`src/rtl/kwdt_pkg.sv`:
```
// package of constants for the keyed watchdog timer
`default_nettype none
package kwdt_pkg;
  // register addresses
  localparam logic [15:0] MODE_ADDR = 16'hFF48;
  localparam logic [15:0] KEY_ADDR = 16'hFF49;
  // reset and fixed values
  localparam logic [7:0] MODE_RESET = 8'h67;
  localparam logic [7:0] KEY_READ_VALUE = 8'h9A;
  localparam logic [7:0] RESTART_KEY = 8'hAC;
  localparam logic [7:0] UNMAPPED_READ = 8'h00;
  // mode register field positions
  localparam int CLK_SEL_STOP_POS = 4;
  localparam int CLK_SEL_SOURCE_POS = 3;
  localparam int INTERVAL_MSB = 2;
  localparam int INTERVAL_LSB = 0;
  // interval exponent bases for each counting source
  localparam logic [4:0] LOW_SPEED_BASE = 5'h0B;
  localparam logic [4:0] SYSTEM_BASE = 5'h0D;
  // counter geometry
  localparam int COUNT_W = 20;
  localparam logic [4:0] COUNT_W5 = 5'h14;
endpackage : kwdt_pkg
`default_nettype wire

```
`src/rtl/kwdt_counter.sv`:
```
// binary up-counter with selectable terminal count for the watchdog
`default_nettype none
module kwdt_counter (
  // clock and reset
  input wire logic i_sys_clk,
  input wire logic i_rst_b,
  // control
  input wire logic i_clear,
  input wire logic i_tick,
  input wire logic [4:0] i_width,
  // status
  output logic o_wrap,
  output logic [kwdt_pkg::COUNT_W-1:0] o_count
);
  logic [kwdt_pkg::COUNT_W-1:0] count_reg;
  logic [kwdt_pkg::COUNT_W-1:0] count_next;
  logic [kwdt_pkg::COUNT_W-1:0] term_mask;
  logic [4:0] shift_amt;

  // terminal count is 2^width - 1, width from 11 to 20
  assign shift_amt = kwdt_pkg::COUNT_W5 - i_width;
  assign term_mask = {kwdt_pkg::COUNT_W{1'b1}} >> shift_amt;
  assign o_wrap = i_tick && (count_reg == term_mask);
  assign o_count = count_reg;

  // clear wins over counting; wrap returns to zero
  assign count_next = (i_clear || o_wrap) ? '0 :
                      i_tick ? count_reg + 1'b1 : count_reg;

  // counter storage
  always_ff @(posedge i_sys_clk or negedge i_rst_b) begin
    if (!i_rst_b) count_reg <= '0;
    else count_reg <= count_next;
  end
endmodule // kwdt_counter
`default_nettype wire

```
`src/rtl/kwdt_top.sv`:
```
// keyed watchdog timer: mode and key registers, clock gating, overflow reset
// Behaviour
// - system-clock source gated when stopped, halted, stabilizing
// - low-speed source gated in halt/stop or oscillator off
// - non-stoppable low-speed oscillator runs except in reset
// - mode register resets to 67H, counting starts
// - select bits: 00 low, 01 system, 1x stop
// - non-stoppable option forces low-speed source
// - interval 2^(11+n) low or 2^(13+n) system
// - after reset interval field is all ones
// - mode writable once; later writes force reset
// - first write stopping watchdog suppresses those resets
// - key ACH clears counter and resumes counting
// - non-key write to key register forces reset
// - bit operation on key register forces reset
// - key register always reads back 9AH
// - overflow issues reset and sets cause flag
// - first write of mode register clears the counter
// - paused counter keeps value and resumes later
// - non-stoppable option means watchdog never stops
`default_nettype none
module kwdt_top (
  // clock and reset
  input wire logic i_sys_clk,
  input wire logic i_rst_b,
  // register access port
  input wire logic [15:0] i_addr,
  input wire logic i_wr,
  input wire logic i_rd,
  input wire logic i_bit_op,
  input wire logic [7:0] i_wr_data,
  output logic [7:0] o_rd_data,
  // power and clock status
  input wire logic i_option_nonstop,
  input wire logic i_low_speed_osc_clk,
  input wire logic i_halt,
  input wire logic i_stop,
  input wire logic i_system_clk_stopped,
  input wire logic i_osc_stabilizing,
  input wire logic i_cpu_on_system_clk,
  input wire logic i_low_speed_sw_stop,
  // outputs
  output logic o_internal_reset,
  output logic o_watchdog_reset_cause_flag,
  output logic o_low_speed_osc_en
);
  logic [7:0] watchdog_mode_reg;
  logic [7:0] watchdog_mode_next;
  logic mode_written_reg;
  logic first_stopped_reg;
  logic strap_taken_reg;
  logic nonstop_reg;
  logic [2:0] low_sync_reg;
  logic int_reset_next;
  logic [7:0] rd_data_next;
  logic [kwdt_pkg::COUNT_W-1:0] count_val;
  logic wrap;

  // address decode and access classification
  wire sel_mode = (i_addr == kwdt_pkg::MODE_ADDR);
  wire sel_key = (i_addr == kwdt_pkg::KEY_ADDR);
  wire mode_wr = i_wr && sel_mode;
  wire key_wr = i_wr && sel_key;
  wire key_good = key_wr && !i_bit_op && (i_wr_data == kwdt_pkg::RESTART_KEY);
  wire key_bad = key_wr && !key_good;
  wire mode_first = mode_wr && !mode_written_reg;
  wire mode_again = mode_wr && mode_written_reg;

  // decoded mode fields
  wire clk_sel_stop_bit = watchdog_mode_reg[kwdt_pkg::CLK_SEL_STOP_POS];
  wire clk_sel_source_bit = watchdog_mode_reg[kwdt_pkg::CLK_SEL_SOURCE_POS];
  wire [2:0] interval_sel =
    watchdog_mode_reg[kwdt_pkg::INTERVAL_MSB:kwdt_pkg::INTERVAL_LSB];
  wire wdt_stopped = clk_sel_stop_bit && !nonstop_reg;
  wire src_system = clk_sel_source_bit && !nonstop_reg;
  wire stop_at_first = i_wr_data[kwdt_pkg::CLK_SEL_STOP_POS] && !nonstop_reg;

  // counting enables per source; a gated tick leaves the count alone
  wire low_edge = low_sync_reg[1] && !low_sync_reg[2];
  wire pause_lp = !nonstop_reg && (i_halt || i_stop);
  wire sys_tick = src_system && !i_system_clk_stopped && !i_osc_stabilizing
                  && !i_halt && !i_stop;
  wire low_tick = !src_system && low_edge && !pause_lp
                  && !(i_cpu_on_system_clk && i_low_speed_sw_stop && !nonstop_reg);
  wire tick = !wdt_stopped && (sys_tick || low_tick);

  // interval width: base plus n selects the terminal bit
  wire [4:0] base = src_system ? kwdt_pkg::SYSTEM_BASE : kwdt_pkg::LOW_SPEED_BASE;
  wire [4:0] width = base + {2'b00, interval_sel};
  wire clear = mode_first || key_good;

  // illegal accesses are forgiven only if the first write stopped it
  assign int_reset_next = wrap
    || (!first_stopped_reg && (mode_again || key_bad));

  // first mode write loads; select bits held at low-speed when non-stoppable
  assign watchdog_mode_next = nonstop_reg ?
    {i_wr_data[7:5], 2'b00, i_wr_data[2:0]} : i_wr_data;

  // read data: key register reads fixed value, unmapped reads zero
  assign rd_data_next = sel_mode ? watchdog_mode_reg :
                        sel_key ? kwdt_pkg::KEY_READ_VALUE :
                        kwdt_pkg::UNMAPPED_READ;

  // the counter proper
  kwdt_counter u_counter (
    .i_sys_clk(i_sys_clk),
    .i_rst_b(i_rst_b),
    .i_clear(clear),
    .i_tick(tick),
    .i_width(width),
    .o_wrap(wrap),
    .o_count(count_val)
  );

  // low-speed clock pin synchroniser and edge history
  always_ff @(posedge i_sys_clk or negedge i_rst_b) begin
    if (!i_rst_b) low_sync_reg <= 3'h0;
    else low_sync_reg <= {low_sync_reg[1:0], i_low_speed_osc_clk};
  end

  // option strap caught on the first edge after reset release
  always_ff @(posedge i_sys_clk or negedge i_rst_b) begin
    if (!i_rst_b) begin
      strap_taken_reg <= 1'b0;
      nonstop_reg <= 1'b0;
    end else if (!strap_taken_reg) begin
      strap_taken_reg <= 1'b1;
      nonstop_reg <= i_option_nonstop;
    end
  end

  // mode register and write-once tracking
  always_ff @(posedge i_sys_clk or negedge i_rst_b) begin
    if (!i_rst_b) begin
      watchdog_mode_reg <= kwdt_pkg::MODE_RESET;
      mode_written_reg <= 1'b0;
      first_stopped_reg <= 1'b0;
    end else if (mode_first) begin
      watchdog_mode_reg <= watchdog_mode_next;
      mode_written_reg <= 1'b1;
      first_stopped_reg <= stop_at_first;
    end
  end

  // reset request, cause flag and read data
  always_ff @(posedge i_sys_clk or negedge i_rst_b) begin
    if (!i_rst_b) begin
      o_internal_reset <= 1'b0;
      o_watchdog_reset_cause_flag <= 1'b0;
      o_rd_data <= 8'h00;
    end else begin
      o_internal_reset <= int_reset_next;
      if (wrap) o_watchdog_reset_cause_flag <= 1'b1;
      if (i_rd) o_rd_data <= rd_data_next;
    end
  end

  // oscillator enable: held on by the option, off during reset
  always_ff @(posedge i_sys_clk or negedge i_rst_b) begin
    if (!i_rst_b) o_low_speed_osc_en <= 1'b0;
    else o_low_speed_osc_en <= !strap_taken_reg || nonstop_reg
                               || !i_low_speed_sw_stop;
  end

  // checks
  a_mode_reset: assert property (@(posedge i_sys_clk)
    $rose(i_rst_b) |-> watchdog_mode_reg == kwdt_pkg::MODE_RESET && width == 5'h12)
    else $error("mode register not at reset value");
  a_second_write: assert property (@(posedge i_sys_clk) disable iff (!i_rst_b)
    mode_again && !first_stopped_reg |=> o_internal_reset)
    else $error("second mode write did not reset");
  a_mode_once: assert property (@(posedge i_sys_clk) disable iff (!i_rst_b)
    mode_written_reg |=> $stable(watchdog_mode_reg))
    else $error("mode register changed after first write");
  a_stopped_forgive: assert property (@(posedge i_sys_clk) disable iff (!i_rst_b)
    first_stopped_reg && !wrap |=> !o_internal_reset)
    else $error("reset despite stopped watchdog");
  a_key_clear: assert property (@(posedge i_sys_clk) disable iff (!i_rst_b)
    key_good && !wrap |=> count_val == '0 && !o_internal_reset)
    else $error("restart key did not clear counter");
  a_key_bad: assert property (@(posedge i_sys_clk) disable iff (!i_rst_b)
    key_bad && !first_stopped_reg |=> o_internal_reset)
    else $error("bad key access did not reset");
  a_key_read: assert property (@(posedge i_sys_clk) disable iff (!i_rst_b)
    i_rd && sel_key |=> o_rd_data == 8'h9A)
    else $error("key register read wrong value");
  a_overflow: assert property (@(posedge i_sys_clk) disable iff (!i_rst_b)
    wrap |=> o_internal_reset && o_watchdog_reset_cause_flag && count_val == '0)
    else $error("overflow did not reset and flag");
  a_pause_hold: assert property (@(posedge i_sys_clk) disable iff (!i_rst_b)
    (i_halt || i_stop) && !nonstop_reg && !clear |=> $stable(count_val))
    else $error("counter moved while paused");
  a_nonstop_src: assert property (@(posedge i_sys_clk) disable iff (!i_rst_b)
    nonstop_reg |-> !src_system && !wdt_stopped && o_low_speed_osc_en)
    else $error("non-stoppable option not honoured");
  // gating per source, stopped hold and sticky cause flag
  a_sys_gate: assert property (@(posedge i_sys_clk) disable iff (!i_rst_b)
    src_system && (i_system_clk_stopped || i_osc_stabilizing) && !clear |=> $stable(count_val))
    else $error("system-clock count moved while gated");
  a_low_gate: assert property (@(posedge i_sys_clk) disable iff (!i_rst_b)
    !src_system && i_cpu_on_system_clk && i_low_speed_sw_stop && !nonstop_reg && !clear
    |=> $stable(count_val))
    else $error("low-speed count moved while oscillator stopped");
  a_stopped_hold: assert property (@(posedge i_sys_clk) disable iff (!i_rst_b)
    wdt_stopped && !clear |=> $stable(count_val))
    else $error("counter moved while watchdog stopped");
  a_flag_sticky: assert property (@(posedge i_sys_clk) disable iff (!i_rst_b)
    o_watchdog_reset_cause_flag |=> o_watchdog_reset_cause_flag)
    else $error("cause flag cleared without reset");
  // covers for the main scenarios
  c_key_restart: cover property (@(posedge i_sys_clk) disable iff (!i_rst_b) key_good);
  c_overflow: cover property (@(posedge i_sys_clk) disable iff (!i_rst_b) wrap);
  c_stop_first: cover property (@(posedge i_sys_clk) disable iff (!i_rst_b)
    first_stopped_reg && mode_again);
  c_nonstop_stop: cover property (@(posedge i_sys_clk) disable iff (!i_rst_b)
    nonstop_reg && i_stop && wrap);
  c_sys_gated: cover property (@(posedge i_sys_clk) disable iff (!i_rst_b)
    src_system && i_osc_stabilizing);
endmodule // kwdt_top
`default_nettype wire

```
`config.mk`:
```
export PLATFORM = sky130hd
export DESIGN_NAME = kwdt_top
export DESIGN_NICKNAME = d
export VERILOG_FILES = /design/src/rtl/kwdt_pkg.sv /design/src/rtl/kwdt_counter.sv /design/src/rtl/kwdt_top.sv
export SDC_FILE = /design/constraint.sdc
export NUM_CORES = 1
export LEC_CHECK = 0
export BUFFER_PORTS_ARGS = -buffer_cell sky130_fd_sc_hd__buf_2
export CAP_MARGIN = 20
export CORE_MARGIN = 2
export CORE_UTILIZATION = 58
export CTS_BUF_LIST = sky130_fd_sc_hd__clkbuf_8
export DETAILED_ROUTE_END_ITERATION = 6
export GPL_TIMING_DRIVEN = 0
export PLACE_DENSITY = 0.82
export SKIP_LAST_GASP = 1
export SLEW_MARGIN = 10
export SYNTH_ARGS = -nofsm -noshare
export SYNTH_HDL_FRONTEND = slang
export SYNTH_SLANG_ARGS = --single-unit
export TNS_END_PERCENT = 1
```
`constraint.sdc`:
```
create_clock -name i_sys_clk -period 3.79 [get_ports i_sys_clk]
set_input_delay 0.5685 -clock i_sys_clk [delete_from_list [all_inputs] [get_ports i_sys_clk]]
set_output_delay 0.5685 -clock i_sys_clk [all_outputs]
set_load 0.01 [all_outputs]
```
==> Word-level counts from Yosys, hierarchy flattened <==
Cells that the tools add are included.
{ "totals": {"regBits": 46, "out_inout_bits": 11, "word_cells": 74} }
{ "classes": {"add_sub_neg": 3, "eq_ne": 4, "shift": 1, "n_mux": 6, "reduce_logical": 49} }
{ "ops": {"columns": ["operator", "count"], "rows": [
  ["20-bit 2-to-1 mux", 2],
  ["16-bit == test, second input constant", 2],
  ["1-bit logical AND", 24],
  ["20-bit by 1-bit adder with 20-bit output, second input constant", 1],
  ["20-bit == test", 1],
  ["20-bit by 5-bit >> shifter with 20-bit output, first input constant", 1],
  ["1-bit zero test", 16],
  ["8-bit 2-to-1 mux", 2],
  ["8-bit == test, second input constant", 1],
  ["1-bit logical OR", 8],
  ["4-bit by 3-bit adder with 5-bit output", 1],
  ["5-bit 2-to-1 mux", 1],
  ["5-bit subtractor, first input constant", 1],
  ["3-bit 2-to-1 mux", 1],
  ["2-bit nonzero test", 1]
]} }

==> Depth between registers and ports, before layout <==
{ "logic_depth": {"depth_word": 11, "mapped_depth": 16, "ltp_nobuf": 14} }

==> By module <==
Synthesis repeated with hierarchy kept, for this count alone.
{ "hier_totals": {"cells_unflattened": 314, "area_unflattened_um2": 3249.4} }
{ "modules_own_cells": {"columns": ["module", "n_inst", "cells_per_inst", "area_per_inst_um2", "seq_area_each_um2"], "rows": [
  ["kwdt_counter", 1, 220, 2040.7, 500.5],
  ["kwdt_top", 1, 94, 1208.7, 631.9]
]} }

==> Worst setup path after synthesis <==
Ideal clock, no wire load.
{ "synth_path": {"kind": "flip-flop to flip-flop", "start": "register nonstop_reg", "end": "register u_counter.count_reg (netlist bit u_counter.o_count[17])", "setup_time_ns": 0.120, "arrival_ns": 2.838, "required_time_ns": 3.670, "setup_slack_ns": 0.832, "path_stages_with_launch": 17, "path_buffers": 2, "cell_sequence": "dfrtp_1 > nand2b_1 > inv_1 > ha_1 > inv_1 > ha_1 > inv_1 > ha_1 > buf_2 > nand2b_1 > a21oi_1 > xnor2_1 > o2111ai_1 > nand4b_1 > nor4_2 > buf_4 > nor2_1"} }
{ "synth_between": {"elab_chain_len": 11, "word_cells_on_any_way": 27, "cone_classes": "add/sub: 2; eq/ne: 1; shift: 1; mux: 2; reduce/logical: 21"} }
{ "synth_lines": {"columns": ["item", "line_no", "text"], "rows": [
  ["start, declared", "kwdt_top.sv:52", "logic nonstop_reg;"],
  ["start signal, assigned", "kwdt_top.sv:129", "nonstop_reg <= i_option_nonstop;"],
  ["1-bit zero test *", null, null],
  ["branches (longest 10 deep; another with 4-bit by 3-bit adder with 5-bit output)", null, null],
  ["end signal, assigned", "kwdt_counter.sv:33", "else count_reg <= count_next;"],
  ["end, declared", "kwdt_counter.sv:15", "logic [kwdt_pkg::COUNT_W-1:0] count_reg;"]
]} }
Every way passes the cells marked *.
A chain may end at the register's enable or synchronous reset.

==> Final worst setup path <==
{ "layout_path": {"start": "register nonstop_reg", "end": "register u_counter.count_reg (netlist bit u_counter.o_count[5])"} }
Same word-level chain as after synthesis.

==> metrics <==
Synth warnings=0; TritonCTS clock tree=done; die height=between 70 and 80 um; Final Hold Violating Endpoints=0; vias in the first global route=between 2000 and 2500; count of different cell masters after synthesis=between 50 and 60; total gr overflow=0; Port-buffer cells=46; Vias/cell=~5.7; post-synth top area share=0.3733; clock skew=between 8 and 9 ps; Worst-path clk slew=roughly 80 ps; RSZ-0062 raised after global routing=false; overall routing resource usage=0.2435; worst skew pair latency=around 300 ps; worst r2r dst=u_counter.o_count[5]; CTS resizes=0; actual transition at the worst max-transition pin=716.1 ps; worst-path fanout max=10; clock power share=0.350; Top FF cell, synth=dfrtp_1; nets=390; Final period util=0.9048; Filler cells=between 300 and 400; Root Driver=clkbuf_8; area grow syn2layout=16.24%; max_cap viols=0; DRT antenna net count=0; Sequential Power Share=0.517; flop2flop setup slack=~360 ps; Rel. slew slack=0.5182; maximum VDD drop=0.0002663 V; Starting Density=0.6074; crit path DAT=~3600 ps; register area share after synthesis=0.4223; #FFs+latches synth=between 40 and 50; Total Routed Length=approximately 5700 um; Worst Setup End Kind=register; Final Core Density=0.7061; Synth area leaders=dfrtp_1 37%, xnor2_1 8.8%, dfstp_2 4.9%, nand2_1 4.5%, nor2_1 4.2%; Rows=24; final setup vio count=0; status=finished clean; worst reg-to-reg path cell count=16; dpl hpwl=4310 um; Inserted Diodes=0; DRC Markers=0; clk sink count=between 40 and 50; Final min period=3429 ps; Num CTS Buffers=5; first-pass GRT wire length=~10000 um; largest net degree at the start of global routing=46; Comb pwr share=0.133; GPL Wtd Cong=just over 0.9; Internal Power=around 0.0008 W; Synth Instances=293; max-slew violations=0; Min-Delay Path Class=primary input to asynchronous set/reset pin; switch share=0.2661; FMAX=approximately 290 MHz; CTS Hold Buffers Added=0; Synth Area per Inst=roughly 9.2 um2; fraction of layout cells with a size suffix above 1=0.2471; H-tree Lvls=2; Core Region=4414 um2; DR WL/cell=about 14 um; Die Span X=~72 um; setup bufs post-CTS=0; DR vias=roughly 2300; Detailed Route Iter0 Violations=~130; syn nets=336; NetSw=roughly 0.00029 W; Post-synth EDFFs=0; clock buffer depth=2; drt pass-1 iters=4; Synth Cell Area=between 2000 and 3000 um2; required time worst endpoint=3980 ps; initial antenna violation count=0; critical path type=register to register; ys async rst share=1.000; flip-flop count of the largest register after layout=20; Setup crit start kind=register; Die ar.=5183 um2; Fin Hold WS=185.2 ps; area leader, netlist=dfrtp_1; Power Density=roughly 350 nW/um2; # IOs=48; setup TNS=0 ps; r2r startpoint=nonstop_reg; Leak=between 1 and 1.5 nW
## cell families after synthesis
family | after synthesis | synth area share
mux | 8 | 0.03500
compound gates | 43 | 0.09753
flops | 45 | 0.4223
other cells | 1 | 0.001399
buf+inv | 28 | 0.04573
simple gates | 134 | 0.2786
fa+ha+maj | 6 | 0.02800
xor+xnor | 28 | 0.09146
## layer usage
layer	track usage	wire length (um)	up-vias
met5	0	0	-
met4	0.1153	198	0
met3	0.04444	214	18
met2	0.3992	2682	60
met1	0.3139	2555	1082
li1	-	-	1132
## worst max-delay path, cell delays in order (launching register included)
cell and delay (ps):
dfrtp_1 430, nand2b_1 200, inv_1 90, ha_1 220, inv_1 60, ha_1 130, inv_1 50, ha_1 260
buf_2 210, nand2b_1 140, a21oi_1 200, xnor2_1 170, o2111ai_1 150, nand4b_1 200, nor4_2 470, buf_4 260
nor2_1 70
## cells in the final DEF (no fill, tap or decap), types with 6 or more instances in the layout
| cell type | synthesis | layout |
|---|---|---|
| o21ai_0 | 13 | 13 |
| nor2_1 | 30 | 30 |
| mux2_2 | 7 | 7 |
| nand2_1 | 32 | 32 |
| nand4_1 | 16 | 16 |
| nor3_1 | 8 | 8 |
| dfrtp_1 | 40 | 40 |
| inv_1 | 12 | 12 |
| clkbuf_8 | 0 | 6 |
| xnor2_1 | 27 | 27 |
| buf_2 | 4 | 50 |
| a21oi_1 | 15 | 15 |
| ha_1 | 6 | 6 |
| clkbuf_1 | 8 | 8 |
| nand3_1 | 14 | 14 |
## layout make-up
| cell class | count | area, um2 | area share |
|---|---|---|---|
| Clock buffer | 6 | 82.58 | 0.02650 |
| Buffer | 16 | 77.57 | 0.02489 |
| Clock inverter | 2 | 37.54 | 0.01204 |
| Inverter | 12 | 45.04 | 0.01445 |
| Tap cell | 52 | 65.06 | 0.02088 |
| Timing Repair Buffer | 47 | 250.2 | 0.08029 |
| Sequential cell | 45 | 1132 | 0.3633 |
| Multi-Input combinational cell | 220 | 1426 | 0.4576 |
## metrics by stage
step | setup slack [ps] | area (um2) | cells | power, W
2_1_floorplan | 832.0 | 2681 | 293 | 0.0006441
3_3_place_gp | 437.4 | 2977 | 391 | 0.0007017
3_5_place_dp | 343.8 | 2977 | 391 | 0.0007084
4_1_cts | 318.8 | 3097 | 399 | 0.001084
5_1_grt | 13.47 | 3117 | 400 | 0.001133
6_report | 360.9 | 3117 | 400 | 0.001080
## Yosys cell counts (2+ instances only)
library cell   n
a21oi_1       15
and3_1         5
and4_1         2
buf_2          4
buf_4          3
clkbuf_1       8
dfrtp_1       40
dfstp_2        5
ha_1           6
inv_1         12
mux2_2         7
nand2_1       32
nand2b_1       5
nand3_1       14
nand3b_1       2
nand4_1       16
nor2_1        30
nor2b_1        3
nor3_1         8
nor4_1         4
o21a_1         2
o21ai_0       13
o22ai_1        2
or2_2          2
xnor2_1       27
## how the worst max path moves through the flow
stage	from	endpoint	slack, ps	cells past startpoint
final	nonstop_reg	u_counter.o_count[5]	360	16
after global routing	nonstop_reg	u_counter.o_count[12]	10	16
after CTS	nonstop_reg	u_counter.o_count[5]	320	16
after floorplan	nonstop_reg	u_counter.o_count[17]	830	16
after global placement	nonstop_reg	u_counter.o_count[5]	440	16
after detailed placement	nonstop_reg	u_counter.o_count[5]	340	16
## power groups by stage
stage / combinational (W) / clock, W / sequential, W
final: 0.000144 / 0.000378 / 0.000558
after global placement: 0.000137 / 0 / 0.000565
after detailed placement: 0.000142 / 0 / 0.000566
after CTS: 0.000143 / 0.000385 / 0.000557
after floorplan: 0.0000892 / 0 / 0.000555
after global routing: 0.000162 / 0.000406 / 0.000565
No activity file was read; power rests on OpenSTA's default activity.
